--- src/design/ehp_pkg.sv ---
// Shared constants, codes and helpers for the emulation host port defaults
package ehp_pkg;

	// ************************************************************
	// Interface select codes and strap patterns
	// ************************************************************
	localparam logic [7:0] SEL_SERIAL     = 8'h80;
	localparam logic [7:0] SEL_SERIAL_DM  = 8'h82;
	localparam logic [7:0] SEL_VENDOR_SER = 8'h05;
	localparam logic [7:0] SEL_DEMUX16_DM = 8'h97;
	localparam logic [7:0] SEL_MUX1P16_DM = 8'h91;
	localparam logic [7:0] SEL_MUX2P16_DM = 8'h93;
	localparam logic [7:0] SEL_NONE       = 8'h00;
	localparam logic [7:0] PAR_DM_MASK    = 8'h10;
	localparam logic [7:0] SER_DM_MASK    = 8'h02;
	localparam logic [3:0] PAR_FAMILY     = 4'h9;
	localparam logic [3:0] PAR_FAMILY_ND  = 4'h8;

	localparam logic [2:0] STRAP_SERIAL   = 3'h0;
	localparam logic [2:0] STRAP_DEMUX16  = 3'h1;
	localparam logic [2:0] STRAP_MUX1P16  = 3'h2;
	localparam logic [2:0] STRAP_MUX2P16  = 3'h3;
	localparam logic [2:0] STRAP_SER_DM   = 3'h4;
	localparam logic [2:0] STRAP_VENDOR   = 3'h5;

	// ************************************************************
	// Sub-configuration fields and reset values
	// ************************************************************
	localparam logic [7:0]  SUB_RESET        = 8'h00;
	localparam logic [15:0] EXT_RESET        = 16'h0000;
	localparam int          SUB_SAMPLE_BIT   = 5;
	localparam int          SUB_SELPOL_BIT   = 4;
	localparam int          SUB_CSPOL_BIT    = 5;
	localparam int          SUB_LEPOL_BIT    = 2;

	// ************************************************************
	// Link byte indices
	// ************************************************************
	localparam logic [1:0] IDX_SELECT = 2'h0;
	localparam logic [1:0] IDX_SUB    = 2'h1;
	localparam logic [1:0] IDX_EXT_LO = 2'h2;
	localparam logic [1:0] IDX_EXT_HI = 2'h3;

	// ************************************************************
	// Host controller register map
	// ************************************************************
	localparam logic [7:0] REG_CTRL       = 8'h00;
	localparam logic [7:0] REG_STATUS     = 8'h04;
	localparam logic [7:0] REG_SIGCFG     = 8'h08;
	localparam int         CTRL_IDX_LSB   = 0;
	localparam int         CTRL_DATA_LSB  = 8;
	localparam int         CTRL_LAST_BIT  = 16;
	localparam int         STAT_BUSY_BIT  = 0;
	localparam int         STAT_CONF_BIT  = 1;
	localparam int         STAT_EMUL_BIT  = 2;
	localparam int         STAT_REFU_BIT  = 3;
	localparam int         STAT_SEL_LSB   = 8;

	// ************************************************************
	// Timing
	// ************************************************************
	localparam int CLK_NS     = 100;
	localparam int SETTLE_NS  = 1500;
	localparam int ACCESS_NS  = 360;
	localparam int SETTLE_CYC = (SETTLE_NS + CLK_NS - 1) / CLK_NS;
	localparam int GAP_CYC    = (ACCESS_NS + CLK_NS - 1) / CLK_NS;
	localparam int SYNC_CYC   = 2;

	// Parallel host bus codes sit in the 0x9x row and in 0x8x codes with bit 3 set
	function automatic logic ehp_is_parallel(input logic [7:0] code);
		return (code[7:4] == PAR_FAMILY) ||
			((code[7:4] == PAR_FAMILY_ND) && code[3]);
	endfunction : ehp_is_parallel

	// Interface type with the direct-mapped variant folded away
	function automatic logic [7:0] ehp_family(input logic [7:0] code);
		if (ehp_is_parallel(code))
			return code & ~PAR_DM_MASK;
		else if (code[7])
			return code & ~SER_DM_MASK;
		else
			return code;
	endfunction : ehp_family

endpackage : ehp_pkg
--- src/design/ehp_link_if.sv ---
// Link between the configuring host and the device port logic
interface ehp_link_if;
	logic       cfg_select_n;
	logic       cfg_valid;
	logic [1:0] cfg_index;
	logic [7:0] cfg_data;
	logic       cfg_last;
	logic [7:0] dev_select;
	logic       dev_emulating;
	logic       dev_configured;

	modport device (
		input  cfg_select_n, cfg_valid, cfg_index, cfg_data, cfg_last,
		output dev_select, dev_emulating, dev_configured
	);
	modport host (
		output cfg_select_n, cfg_valid, cfg_index, cfg_data, cfg_last,
		input  dev_select, dev_emulating, dev_configured
	);
endinterface : ehp_link_if

--- src/design/ehp_device.sv ---
// Device end: strap decode, emulation defaults and configuration switch
// Operation
// - Host ports disabled until device is configured
// - Sub-configuration loaded from memory contents
// - Emulation enables default port before configuration
// - Straps 000/100/101 give 0x80/0x82/0x05
// - Straps 001 give parallel code 0x97
// - Straps 010/011 give codes 0x91/0x93
// - Straps 110/111 use real attached memory
// - Host keeps interface type, may toggle direct
// - Plain serial defaults all sub bits zero
// - Vendor serial bits taken from serial straps
// - Parallel defaults listed sub bits to zero
// - Latch polarity strap only in one-phase mode
// - Parallel extended sub-configuration defaults to zero
// - Switch to loaded set after final write
// - Select and chip-select polarity stay default; device keeps the shadow's bit, host signalling_config takes the written byte
// - Host changes signalling only while deselected
// - Wait-acknowledge disabled under emulation defaults
// - Host paces cycles to worst-case timing
// - Host waits 1.5us after final write
// - Either enable strap low selects emulation
//
// Our own choices: register access over AHB-Lite and the address map.
module ehp_device
	import ehp_pkg::*;
(
	input  wire logic        hclk,
	input  wire logic        hresetn,
	ehp_link_if.device       link,
	input  wire logic [2:0]  emulation_interface_straps,
	input  wire logic        serial_sample_mode_strap,
	input  wire logic        serial_select_polarity_strap,
	input  wire logic [1:0]  serial_mode_straps,
	input  wire logic        latch_polarity_strap,
	input  wire logic        nvm_load_valid,
	input  wire logic [7:0]  nvm_select,
	input  wire logic [7:0]  nvm_sub,
	input  wire logic [15:0] nvm_ext,
	output logic      [7:0]  interface_select_code,
	output logic      [7:0]  sub_config,
	output logic      [15:0] ext_config,
	output logic             serial_port_enable,
	output logic             parallel_port_enable,
	output logic             wait_ack_enable,
	output logic             configured
);
	import ehp_pkg::*;

	typedef enum logic [1:0] {
		ST_SAMPLE,
		ST_DEFAULTS,
		ST_AWAIT_NVM,
		ST_LOADED
	} ehp_dev_state_t;

	// ************************************************************
	// Strap synchroniser and one-time capture
	// ************************************************************
	logic [7:0]     strap_raw;
	logic [7:0]     strap_meta_reg;
	logic [7:0]     strap_sync_reg;
	logic [7:0]     strap_reg;
	logic [1:0]     wait_cnt_reg;
	ehp_dev_state_t state_reg;
	ehp_dev_state_t state_next;

	assign strap_raw = {latch_polarity_strap, serial_sample_mode_strap,
		serial_select_polarity_strap, serial_mode_straps,
		emulation_interface_straps};

	// Two flip-flops before any logic looks at the pins
	always_ff @(posedge hclk or negedge hresetn) begin
		if (!hresetn) begin
			strap_meta_reg <= 8'h00;
			strap_sync_reg <= 8'h00;
		end else begin
			strap_meta_reg <= strap_raw;
			strap_sync_reg <= strap_meta_reg;
		end
	end

	// Wait for the synchroniser to fill after reset release
	always_ff @(posedge hclk or negedge hresetn) begin
		if (!hresetn)
			wait_cnt_reg <= 2'h0;
		else if (state_reg == ST_SAMPLE)
			wait_cnt_reg <= wait_cnt_reg + 2'h1;
	end

	// Capture once, then hold until the next reset
	always_ff @(posedge hclk or negedge hresetn) begin
		if (!hresetn)
			strap_reg <= 8'h00;
		else if (state_reg == ST_SAMPLE && wait_cnt_reg == 2'(SYNC_CYC))
			strap_reg <= strap_sync_reg;
	end

	// ************************************************************
	// Default selection and sub-configuration
	// ************************************************************
	logic [7:0]  strap_cur;
	logic        emul_mode;
	logic        cap_emul;
	logic [7:0]  def_sel;
	logic [7:0]  def_sub;

	assign strap_cur = (state_reg == ST_SAMPLE) ? strap_sync_reg : strap_reg;
	assign emul_mode = ~(strap_cur[2] & strap_cur[1]);
	assign cap_emul  = ~(strap_sync_reg[2] & strap_sync_reg[1]);

	// Decode the emulation straps into a select code and sub bits
	always_comb begin
		def_sel = SEL_NONE;
		def_sub = SUB_RESET;
		unique case (strap_cur[2:0])
			STRAP_SERIAL:  def_sel = SEL_SERIAL;
			STRAP_SER_DM:  def_sel = SEL_SERIAL_DM;
			STRAP_VENDOR: begin
				def_sel = SEL_VENDOR_SER;
				def_sub[SUB_SAMPLE_BIT] = strap_cur[6];
				def_sub[SUB_SELPOL_BIT] = strap_cur[5];
				def_sub[1:0]            = strap_cur[4:3];
			end
			STRAP_DEMUX16: def_sel = SEL_DEMUX16_DM;
			STRAP_MUX1P16: begin
				def_sel = SEL_MUX1P16_DM;
				def_sub[SUB_LEPOL_BIT] = strap_cur[7];
			end
			STRAP_MUX2P16: def_sel = SEL_MUX2P16_DM;
			default:       def_sel = SEL_NONE;
		endcase
	end

	// ************************************************************
	// Emulated configuration shadow
	// ************************************************************
	logic [7:0]  sh_sel_reg;
	logic [7:0]  sh_sub_reg;
	logic [15:0] sh_ext_reg;
	logic [7:0]  sh_sel_next;
	logic [7:0]  sh_sub_next;
	logic [15:0] sh_ext_next;
	logic        wr_take;
	logic        wr_final;

	assign wr_take  = (state_reg == ST_DEFAULTS) && link.cfg_valid &&
		!link.cfg_select_n;
	assign wr_final = wr_take && link.cfg_last;

	// Fold the byte of this cycle into the shadow
	always_comb begin
		sh_sel_next = sh_sel_reg;
		sh_sub_next = sh_sub_reg;
		sh_ext_next = sh_ext_reg;
		if (wr_take) begin
			unique case (link.cfg_index)
				IDX_SELECT: sh_sel_next       = link.cfg_data;
				IDX_SUB:    sh_sub_next       = link.cfg_data;
				IDX_EXT_LO: sh_ext_next[7:0]  = link.cfg_data;
				IDX_EXT_HI: sh_ext_next[15:8] = link.cfg_data;
			endcase
		end
	end

	// Shadow starts from the defaults so unwritten bytes keep them
	always_ff @(posedge hclk or negedge hresetn) begin
		if (!hresetn) begin
			sh_sel_reg <= SEL_NONE;
			sh_sub_reg <= SUB_RESET;
			sh_ext_reg <= EXT_RESET;
		end else if (state_reg != ST_DEFAULTS) begin
			sh_sel_reg <= def_sel;
			sh_sub_reg <= def_sub;
			sh_ext_reg <= EXT_RESET;
		end else begin
			sh_sel_reg <= sh_sel_next;
			sh_sub_reg <= sh_sub_next;
			sh_ext_reg <= sh_ext_next;
		end
	end

	// ************************************************************
	// Mode sequencing
	// ************************************************************
	always_comb begin
		state_next = state_reg;
		unique case (state_reg)
			ST_SAMPLE:
				if (wait_cnt_reg == 2'(SYNC_CYC))
					state_next = cap_emul ? ST_DEFAULTS : ST_AWAIT_NVM;
			ST_DEFAULTS:
				if (wr_final)
					state_next = ST_LOADED;
			ST_AWAIT_NVM:
				if (nvm_load_valid)
					state_next = ST_LOADED;
			ST_LOADED:
				state_next = ST_LOADED;
		endcase
	end

	always_ff @(posedge hclk or negedge hresetn) begin
		if (!hresetn)
			state_reg <= ST_SAMPLE;
		else
			state_reg <= state_next;
	end

	// ************************************************************
	// Active configuration and port enables
	// ************************************************************
	logic [7:0] load_sub;

	// Keep the select and chip-select polarity held in the shadow before this byte
	always_comb begin
		load_sub = sh_sub_next;
		if (ehp_is_parallel(sh_sel_reg))
			load_sub[SUB_CSPOL_BIT] = sh_sub_reg[SUB_CSPOL_BIT];
		else
			load_sub[SUB_SELPOL_BIT] = sh_sub_reg[SUB_SELPOL_BIT];
	end

	// Active set: defaults during emulation, then loaded values
	always_ff @(posedge hclk or negedge hresetn) begin
		if (!hresetn) begin
			interface_select_code <= SEL_NONE;
			sub_config            <= SUB_RESET;
			ext_config            <= EXT_RESET;
		end else if (state_next == ST_DEFAULTS) begin
			interface_select_code <= def_sel;
			sub_config            <= def_sub;
			ext_config            <= EXT_RESET;
		end else if (wr_final) begin
			interface_select_code <= sh_sel_next;
			sub_config            <= load_sub;
			ext_config            <= sh_ext_next;
		end else if (state_reg == ST_AWAIT_NVM && nvm_load_valid) begin
			interface_select_code <= nvm_select;
			sub_config            <= nvm_sub;
			ext_config            <= nvm_ext;
		end
	end

	// Ports stay off until a configuration or emulation default exists
	always_ff @(posedge hclk or negedge hresetn) begin
		if (!hresetn) begin
			serial_port_enable   <= 1'b0;
			parallel_port_enable <= 1'b0;
			wait_ack_enable      <= 1'b0;
			configured           <= 1'b0;
		end else if (state_next == ST_DEFAULTS) begin
			serial_port_enable   <= !ehp_is_parallel(def_sel);
			parallel_port_enable <= ehp_is_parallel(def_sel);
			wait_ack_enable      <= 1'b0;
			configured           <= 1'b0;
		end else if (state_next == ST_LOADED) begin
			serial_port_enable   <= !ehp_is_parallel(interface_select_code);
			parallel_port_enable <= ehp_is_parallel(interface_select_code);
			wait_ack_enable      <= 1'b1;
			configured           <= 1'b1;
		end else begin
			serial_port_enable   <= 1'b0;
			parallel_port_enable <= 1'b0;
			wait_ack_enable      <= 1'b0;
			configured           <= 1'b0;
		end
	end

	// Status towards the host
	assign link.dev_select     = interface_select_code;
	assign link.dev_emulating  = emul_mode && (state_reg != ST_SAMPLE);
	assign link.dev_configured = configured;

endmodule : ehp_device

--- src/flat_wrapper.sv ---
// flat-port wrapper written by rule: the top's interface ports become plain ports
module ehp_device_flat import ehp_pkg::*;
  (hclk, hresetn, emulation_interface_straps, serial_sample_mode_strap, serial_select_polarity_strap, serial_mode_straps, latch_polarity_strap, nvm_load_valid, nvm_select, nvm_sub, nvm_ext, interface_select_code, sub_config, ext_config, serial_port_enable, parallel_port_enable, wait_ack_enable, configured, link_cfg_select_n, link_cfg_valid, link_cfg_index, link_cfg_data, link_cfg_last, link_dev_select, link_dev_emulating, link_dev_configured);
  ehp_link_if link_i ();
  input  wire logic hclk;
  input  wire logic hresetn;
  input  wire logic [2:0] emulation_interface_straps;
  input  wire logic serial_sample_mode_strap;
  input  wire logic serial_select_polarity_strap;
  input  wire logic [1:0] serial_mode_straps;
  input  wire logic latch_polarity_strap;
  input  wire logic nvm_load_valid;
  input  wire logic [7:0] nvm_select;
  input  wire logic [7:0] nvm_sub;
  input  wire logic [15:0] nvm_ext;
  output logic      [7:0] interface_select_code;
  output logic      [7:0] sub_config;
  output logic      [15:0] ext_config;
  output logic serial_port_enable;
  output logic parallel_port_enable;
  output logic wait_ack_enable;
  output logic configured;
  input wire logic [$bits(link_i.cfg_select_n)-1:0] link_cfg_select_n;
  input wire logic [$bits(link_i.cfg_valid)-1:0] link_cfg_valid;
  input wire logic [$bits(link_i.cfg_index)-1:0] link_cfg_index;
  input wire logic [$bits(link_i.cfg_data)-1:0] link_cfg_data;
  input wire logic [$bits(link_i.cfg_last)-1:0] link_cfg_last;
  output wire logic [$bits(link_i.dev_select)-1:0] link_dev_select;
  output wire logic [$bits(link_i.dev_emulating)-1:0] link_dev_emulating;
  output wire logic [$bits(link_i.dev_configured)-1:0] link_dev_configured;
  assign link_i.cfg_select_n = link_cfg_select_n;
  assign link_i.cfg_valid = link_cfg_valid;
  assign link_i.cfg_index = link_cfg_index;
  assign link_i.cfg_data = link_cfg_data;
  assign link_i.cfg_last = link_cfg_last;
  assign link_dev_select = link_i.dev_select;
  assign link_dev_emulating = link_i.dev_emulating;
  assign link_dev_configured = link_i.dev_configured;
  ehp_device u_core (.hclk(hclk), .hresetn(hresetn), .link(link_i), .emulation_interface_straps(emulation_interface_straps), .serial_sample_mode_strap(serial_sample_mode_strap), .serial_select_polarity_strap(serial_select_polarity_strap), .serial_mode_straps(serial_mode_straps), .latch_polarity_strap(latch_polarity_strap), .nvm_load_valid(nvm_load_valid), .nvm_select(nvm_select), .nvm_sub(nvm_sub), .nvm_ext(nvm_ext), .interface_select_code(interface_select_code), .sub_config(sub_config), .ext_config(ext_config), .serial_port_enable(serial_port_enable), .parallel_port_enable(parallel_port_enable), .wait_ack_enable(wait_ack_enable), .configured(configured));
endmodule
--- config.mk ---
export PLATFORM = sky130hd
export DESIGN_NAME = ehp_device_flat
export DESIGN_NICKNAME = d
export VERILOG_FILES = /design/src/design/ehp_pkg.sv /design/src/design/ehp_link_if.sv /design/src/design/ehp_device.sv /design/src/flat_wrapper.sv
export SDC_FILE = /design/constraint.sdc
export NUM_CORES = 1
export LEC_CHECK = 0
export ABC_AREA = 1
export BUFFER_PORTS_ARGS = -buffer_cell sky130_fd_sc_hd__buf_2
export CAP_MARGIN = 20
export CORE_MARGIN = 1
export CORE_UTILIZATION = 35
export CTS_CLUSTER_DIAMETER = 60
export DETAILED_ROUTE_END_ITERATION = 12
export PLACE_DENSITY = 0.64
export SLEW_MARGIN = 20
export SYNTH_ARGS = -nofsm -noshare
export SYNTH_HDL_FRONTEND = slang
export SYNTH_SLANG_ARGS = --single-unit
--- constraint.sdc ---
create_clock -name hclk -period 1.85 [get_ports hclk]
set_input_delay 0.37 -clock hclk [delete_from_list [all_inputs] [get_ports hclk]]
set_output_delay 0.37 -clock hclk [all_outputs]
set_load 0.03 [all_outputs]
# Word level (Yosys, flattened, before mapping)
# Cells that the tools add are included.
word_totals:
  ff_bits: 95
  inputBits: 56
  out_inout_bits: 46
op_classes:
  addsub: 1
  eq_ne: 21
  muxes: 37
  n_bitwise: 3
  n_reduce_logical: 20
ops:
  columns: ["cell", "count"]
  rows:
  - ["2-to-1 mux 8 bit", 15]
  - ["2-to-1 mux 16 bit", 5]
  - ["one-hot mux 8 bit (6 select lines)", 1]
  - ["equality test 4 bit, second input constant", 6]
  - ["equality test 2 bit, second input constant", 6]
  - ["2-to-1 mux 2 bit", 6]
  - ["logical AND 1 bit", 9]
  - ["2-to-1 mux 1 bit", 9]
  - ["one-hot mux 2 bit (4 select lines)", 1]
  - ["equality test 2 x 1 -> 1 bit, second input constant", 3]
  - ["equality test 3 x 2 -> 1 bit, second input constant", 2]
  - ["equality test 3 bit, second input constant", 2]
  - ["zero test 2 bit", 2]
  - ["equality test 3 x 1 -> 1 bit, second input constant", 1]
  - ["zero test 1 bit", 3]
  - ["zero test 3 bit", 1]
  - ["logical OR 1 bit", 3]
  - ["nonzero test 3 bit", 1]
  - ["adder 2 x 1 -> 2 bit, second input constant", 1]
  - ["AND 1 bit", 2]
  - ["!= test 2 x 1 -> 1 bit, second input constant", 1]
  - ["nonzero test 2 bit", 1]
  - ["NOT 1 bit", 1]

# Depth between registers and ports, before layout
# Gate-level depths: netlist of the first run.
depth:
  word_depth: 9
  mapped_depth: 12
  ltp_nobuf: 11

# Worst setup path after synthesis of the first run
# OpenSTA, ideal clock, no wires.
synth_timing:
  path_type: "reg2out"
  from: "register u_core.state_reg[0]"
  to: "output link_dev_emulating"
  arrival_ns: 1.451
  t_required_ns: 1.480
  path_slack_ns: 0.029
  path_stages_with_launch: 6
  n_path_buf: 0
  path_cell_list: "dfrtp_1 > nor2_4 > nand2_1 > nand2_1 > inv_1 > a21oi_1"
synth_via:
  elab_chain_len: 5
  elab_cells_between_ends: 6
  classes_between: "1 x mux; 2 x bitwise; 3 x reduce/logical"
synth_rtl:
  columns: ["element", "line_no", "source"]
  rows:
  - ["start, declared", "ehp_device.sv:65", "ehp_dev_state_t state_reg;"]
  - ["start signal, assigned", "ehp_device.sv:207", "state_reg <= state_next;"]
  - ["zero test 2 bit", "ehp_device.sv:108", "assign strap_cur = (state_reg == ST_SAMPLE) ? strap_sync_reg : strap_reg;"]
  - ["2-to-1 mux 8 bit", "ehp_device.sv:108", null]
  - ["AND 1 bit", "ehp_device.sv:109", "assign emul_mode = ~(strap_cur[2] & strap_cur[1]);"]
  - ["NOT 1 bit", "ehp_device.sv:109", null]
  - ["logical AND 1 bit (*)", "ehp_device.sv:272", "assign link.dev_emulating = emul_mode && (state_reg != ST_SAMPLE);"]
  - ["end, declared", "flat_wrapper.sv:29", "output wire logic [$bits(link_i.dev_emulating)-1:0] link_dev_emulating;"]
# Mark *: on every way between the ends. The rest lies on a longest branch, timed or not.

# Worst setup path after layout of the first run
# Ends and elaborated chain as after synthesis.

==> out/qor.yml, run 1 <==
logic_synthesis:
  synth_cells: 643
  netlist_area_sq_mm: 0.00491
  synth_fp_nets: 700
  synth_seq_cells: 95
  synth_area_leaders: "dfrtp_1 (48%), nand2_1 (20%), inv_1 (3.7%), o21ai_0 (3.6%), nor2_1 (3.4%)"
  synth.top_cell.area_share: 0.484
  ys_seq_area_frac: 0.484
  yosys_warnings: 0
  syn_avg_cell_area_sq_um: 7.63
  synth_cell_types: 34
  yosys.area.top_type: "dfrtp_1"
critical_path:
  path_max_fanout: 4
  critPathSlowestCell: "dfrtp_2"
  cp_top_family: "flip-flops"
  critPathLaunch: "u_core.state_reg[0]"
  r2r_end: "u_core.ext_config[9]"
  cp.required_ns: 1.48
  cp.depth: 6
  ff2ff_setup_slack_ns: 0.10
  end_kind: "primary output"
  worstPathCellList: "buf_4 > o21ai_1 > nand2_1 > inv_2 > a21oi_4 > buf_6"
  critical_path_class: "register to primary output"
  r2r-start: "u_core.state_reg[1]"
  critPathMaxStageDelay_ns: 0.44
  rr_worst_depth: 11
  crit_buf_inv: 3
  arrival_ns: 1.45
  critPathLaunchType: "register"
  crit_path_end: "link_dev_emulating"
clocking:
  clk_latency_ns: 0.35
  cts_buffer_depth: 2
  clk_pin_slew_ns: 0.06
  cts_root_buffer: "clkbuf_16"
  htree_levels: 3
  cts_buffers: 9
  cts_tree: "yes"
  cts.sinks: 95
timing:
  setup_slack_ns: 0.0291
  slew_headroom: 0.708
  worst_pin_slew_ns: 0.437
  hold_ws_ns: 0.125
  rsz0062_at_grt: "yes"
  finalHoldViolCount: 0
  min_period_over_period: 0.984
  finalSetupViolCount: 0
  slew_violations: 0
  max_freq_ghz: 0.549
  fin_skew_ns: 0.0123
  finalCriticalPeriod_ns: 1.82
global_routing:
  overflow: 0
  groute.usage.overall: 0.187
  antenna_found_initial: 0
  grt_pass1_wl_um: 20700
  grt_max_degree: 33
  first_global_vias: 4130
worst_hold_path:
  holdCritPathClass: "primary input to register"
final_layout:
  post-route-cell-area_sq_mm: 0.00611
  drive_above_1_share: 0.248
  area_delta_synth_final_pct: 24.5
  finalCoreUtilization: 0.454
  antennaDiodeCount: 0
  fin_nets: 811
drt:
  wire_per_inst_um: 13.8
  vias_per_cell: 4.69
  vias: 4381
  drtAntennaViolNets: 0
  first_pass_iters: 5
  drt-total-wl_um: 12900
  initialDrtViolationCount: 351
  drt_drc_violations_left: 0
status:
  outcome: "finished, final reports clean"
power:
  peakVddDrop_mv: 0.810
  power_density_mw_per_mm2: 963
  p_leak_nw: 3.30
floorplan:
  rows: 42
  die_y_um: 120
  die_x_um: 120
  initial_core_util: 0.365
  core_area_sq_mm: 0.0135
  dieArea_sq_mm: 0.0145
  ios: 102
placed_design:
  portBuffers: 101
  pre_cts_slack_ns: 0.0816
  place_area_sq_mm: 0.00565
  dpl.hpwl_um: 9300
  place.gp.congestion: 0.814
flow_run:
  cap_violations: 0
## power breakdown
group / total (mW) / switching, mW / internal (mW)
clock: 2.04 / 0.811 / 1.23
sequential: 2.47 / 0.149 / 2.32
combinational: 1.37 / 0.969 / 0.403
total: 5.88 / 1.93 / 3.95
## worst reg2reg max path: cells and delay by family (launching register included)
kind | cells | cell delay [ns]
AND/OR/NAND/NOR | 5 | 0.43
flip-flops | 1 | 0.45
buffers and inverters | 4 | 0.48
AO/OA/AOI/OAI | 2 | 0.25
## cell families (layout without fill, tap and decap cells)
group	Yosys count	in the layout	share of synthesized area
mux	3	3	0.00688
fa+ha+maj	1	1	0.00255
flops	95	95	0.484
simple gates	366	366	0.309
buf+inv	92	208	0.0902
xor+xnor	1	1	0.00178
compound gates	85	85	0.105
## routing by layer
layer | vias up | GRT usage | wire length (um)
li1 | 2246 | - | -
met1 | 1996 | 0.245 | 5860
met2 | 122 | 0.298 | 6100
met3 | 17 | 0.0491 | 725
met4 | 0 | 0.0633 | 208
met5 | - | 0 | 0
## cells in the final DEF, fill, tap and decap left out, drive strengths merged, types with 9 or more instances in the layout
| cell | instances |
|---|---|
| or2 | 9 |
| a21oi | 17 |
| o2111ai | 11 |
| nor2 | 47 |
| clkbuf | 11 |
| nand2 | 273 |
| inv | 56 |
| buf | 136 |
| o21ai | 45 |
| dfrtp | 95 |
| nand3 | 33 |
## cells in the mapped netlist
cell type and instances:
inv_2 4, o21ai_4 1, clkbuf_1 8, o21ai_0 35
a21oi_4 1, nand4_1 3, nand2_2 1, ha_1 1
buf_4 13, buf_6 4, mux2_2 3, nor2_4 2
o2111ai_1 11, o211ai_1 1, buf_2 13, o211a_1 1
inv_1 49, a31oi_1 4, nor2_8 1, nor2_1 44
nand2_1 268, inv_4 1, o22ai_1 1, nand3_2 1
nand3_1 32, o21a_1 3, o21ai_1 9, nand3b_1 1
nand2_4 4, dfrtp_1 95, or2_2 9, a21oi_1 16
xor2_1 1, a211oi_1 2
## metrics by stage
step,instances,setup TNS (ns),power [mW]
after floorplan,643,0,3.46
after CTS,933,0,5.97
after global placement,910,0,3.88
final,935,0,5.88
after global routing,935,-0.0450,6.17
after detailed placement,910,0,3.89
## worst min-delay path by stage
stage	startpoint	endpoint	slack (ns)	cells after the start
2_1_floorplan	hresetn	u_core.ext_config[0]	0.07	0
3_3_place_gp	hresetn	u_core.ext_config[6]	0.33	1
3_5_place_dp	hresetn	u_core.ext_config[6]	0.33	1
4_1_cts	latch_polarity_strap	u_core.strap_meta_reg[7]	0.11	1
5_1_grt	emulation_interface_straps[1]	u_core.strap_meta_reg[1]	0.10	1
6_report	latch_polarity_strap	u_core.strap_meta_reg[7]	0.13	1
## cell type report
type / instances / area [sq um]
timing repair buffer: 138 / 853
clock buffer: 10 / 239
inverter: 54 / 210
fill: 1417 / 7340
clock inverter: 6 / 90.1
sequential: 95 / 2380
multi-input combinational: 456 / 2120
tap: 176 / 220
## repair_timing
| action | CTS | global route |
|---|---|---|
| hold buffers | 1 | 0 |
| resized for setup | 11 | 6 |
| pin swaps | 3 | 2 |
| endpoints found under the setup margin | 1 | 12 |
| endpoints found under the hold margin | 25 | 0 |
| cloned | 0 | 1 |
| buffers inserted | 6 | 1 |
Power figures use the tool's default switching activity.
==> run 2: changes to the inputs <==
- BUFFER_PORTS_ARGS: -buffer_cell sky130_fd_sc_hd__buf_2 -> -buffer_cell sky130_fd_sc_hd__clkbuf_2
==> out/qor.yml, run 2 (synthesis results as in run 1) <==
critical_path:
  critical_path_class: "register to primary output"  # unchanged
  ff2ff_setup_slack_ns: 0.03  # was 0.10 ns
  r2r_end: "u_core.ext_config[9]"  # unchanged
  path_max_fanout: 6  # was 4
  arrival_ns: 1.49  # was 1.45 ns
  end_kind: "primary output"  # unchanged
  critPathLaunchType: "register"  # unchanged
  cp.required_ns: 1.48  # about the same
  critPathSlowestCell: "dfrtp_2"  # unchanged
  worstPathCellList: "nor2_4 > nand2_1 > nand2_2 > inv_1 > a21oi_2 > clkbuf_8"  # was buf_4 > o21ai_1 > nand2_1 > inv_2 > a21oi_4 > buf_6
  critPathMaxStageDelay_ns: 0.45  # was 0.44 ns
  r2r-start: "u_core.state_reg[1]"  # unchanged
  rr_worst_depth: 11  # unchanged
drt:
  drtAntennaViolNets: 0  # unchanged
  vias_per_cell: 4.70  # was 4.69
  vias: 4391  # was 4381
  initialDrtViolationCount: 363  # was 351
  drt-total-wl_um: 12900  # about the same
  first_pass_iters: 5  # unchanged
  wire_per_inst_um: 13.8  # about the same
  drt_drc_violations_left: 0  # unchanged
floorplan:
  ios: 102  # unchanged
  core_area_sq_mm: 0.0135  # unchanged
  dieArea_sq_mm: 0.0145  # unchanged
  die_x_um: 120  # unchanged
  die_y_um: 120  # unchanged
  initial_core_util: 0.365  # unchanged
  rows: 42  # unchanged
power:
  power_frac_seq: 0.413  # was 0.420
  power_mw: 6.04  # was 5.88 mW
  p_leak_nw: 3.31  # was 3.30 nW
  peakVddDrop_mv: 0.752  # was 0.810 mV
  swShare: 0.323  # was 0.328
  p_clk_frac: 0.360  # was 0.346
  power_density_mw_per_mm2: 980  # was 963 mW/mm^2
  p_int_mw: 4.09  # was 3.95 mW
  combPwrFrac: 0.228  # was 0.233
  power.net_switching_mw: 1.95  # was 1.93 mW
timing:
  fin_skew_ns: 0.00908  # was 0.0123 ns
  slew_headroom: 0.671  # was 0.708
  slew_violations: 0  # unchanged
  hold_ws_ns: 0.122  # was 0.125 ns
  finalCriticalPeriod_ns: 1.86  # was 1.82 ns
  rsz0062_at_grt: "yes"  # unchanged
  min_period_over_period: 1.01  # was 0.984
  setup_slack_ns: -0.0133  # was 0.0291 ns
  finalSetupViolCount: 1  # was 0
  max_freq_ghz: 0.537  # was 0.549 GHz
  worst_pin_slew_ns: 0.492  # was 0.437 ns
  finalHoldViolCount: 0  # unchanged
  tns_ns: -0.0133  # was 0 ns
placed_design:
  place.gp.congestion: 0.876  # was 0.814
  place_inst: 909  # was 910
  place_area_sq_mm: 0.00565  # about the same
  dpl.hpwl_um: 9350  # was 9300 um
  portBuffers: 101  # unchanged
global_routing:
  first_global_vias: 4228  # was 4130
  antenna_found_initial: 0  # unchanged
  groute.usage.overall: 0.191  # was 0.187
  overflow: 0  # unchanged
  grt_max_degree: 48  # was 33
  grt_pass1_wl_um: 21100  # was 20700 um
worst_hold_path:
  hold_depth: 1  # unchanged
  min_to: "u_core.strap_meta_reg[2]"  # was u_core.strap_meta_reg[7]
  holdCritPathClass: "primary input to register"  # unchanged
  hold_start: "emulation_interface_straps[2]"  # was latch_polarity_strap
flow_run:
  cap_violations: 0  # unchanged
status:
  violations: "negative setup slack"
  outcome: "finished with violations"  # was finished, final reports clean
final_layout:
  final_cell_mix: "nand2_1 (262), clkbuf_2 (99), dfrtp_1 (93)"  # was nand2_1 (265), buf_2 (99), dfrtp_1 (93)
  fin_nets: 810  # was 811
  post-route-cell-area_sq_mm: 0.00616  # was 0.00611 sq mm
  fin_cells: 934  # was 935
  area_delta_synth_final_pct: 25.5  # was 24.5%
  drive_above_1_share: 0.251  # was 0.248
  antennaDiodeCount: 0  # unchanged
  final_common_cell: "nand2_1"  # unchanged
clocking:
  cts_buffers: 9  # unchanged
  cts_tree: "yes"  # unchanged
  cts.sinks: 95  # unchanged
  cts_root_buffer: "clkbuf_16"  # unchanged
  clk_pin_slew_ns: 0.06  # about the same
  cts_buffer_depth: 2  # unchanged
  htree_levels: 3  # unchanged
  clk_latency_ns: 0.35  # about the same
[run 2: cell count changes in the layout (fill, tap and decap cells not counted), sizes merged]
| cell | delta |
|---|---|
| clkbuf | +101 |
| inv | -1 |
| bufinv | +1 |
| buf | -101 |
| clkinvlp | -1 |
[run 2: what timing repair did]
action | 4_1_cts | 5_1_grt
gates resized for setup | 7 | 20
cloned | 0 | 1
hold buffers | 1 | 0
endpoints found under the setup margin | 1 | 19
endpoints found under the hold margin | 6 | 0
buffers inserted | 7 | 0
pin swaps | 4 | 5
[run 2: critical path, delay by kind of cell (launching register included)]
family / cells / cell delay [ns]
buffers and inverters: 2 / 0.24
AOI/OAI and AO/OA: 1 / 0.15
and+or+nand+nor: 3 / 0.32
DFF: 1 / 0.45
[run 2: layout make-up]
type                            count  area [sq um]
Inverter                           54           215
Multi-Input combinational cell    456          2120
Sequential cell                    95          2380
Clock inverter                      5           104
Fill cell                        1388          7290
Clock buffer                       11           243
Tap cell                          176           220
Timing Repair Buffer              137           880
[run 2: power groups by stage]
| stage | clock [mW] | combinational (mW) | sequential [mW] |
|---|---|---|---|
| 6_report | 2.17 | 1.37 | 2.49 |
| 5_1_grt | 2.31 | 1.49 | 2.52 |
| 4_1_cts | 2.21 | 1.38 | 2.49 |
| 3_5_place_dp | 0 | 1.38 | 2.53 |
| 3_3_place_gp | 0 | 1.36 | 2.53 |
| 2_1_floorplan | 0 | 0.501 | 2.96 |
[run 2: worst max-delay path by stage]
stage | start | to | slack, ns
finish | u_core.state_reg[1] | link_dev_emulating | -0.01
global route | u_core.state_reg[0] | link_dev_emulating | -0.12
CTS | u_core.state_reg[1] | link_dev_emulating | 0.01
detailed placement | u_core.state_reg[0] | link_dev_emulating | 0.08
global placement | u_core.state_reg[0] | u_core.sub_config[5] | 0.08
floorplan | u_core.state_reg[0] | link_dev_emulating | 0.03
[run 2: through the flow]
| stage | setup slack, ns | utilization |
|---|---|---|
| after floorplan | 0.0295 | - |
| after global placement | 0.0846 | 0.420 |
| after detailed placement | 0.0769 | 0.420 |
| after CTS | 0.0122 | 0.452 |
| after global routing | -0.124 | 0.458 |
| final | -0.0133 | 0.458 |
[run 2: metal layers]
metal,track usage,up-vias,routed length [um]
met1,0.249,1997,5780
li1,-,2250,-
met4,0.0671,0,261
met3,0.0505,18,775
met2,0.306,126,6050
met5,0,-,0
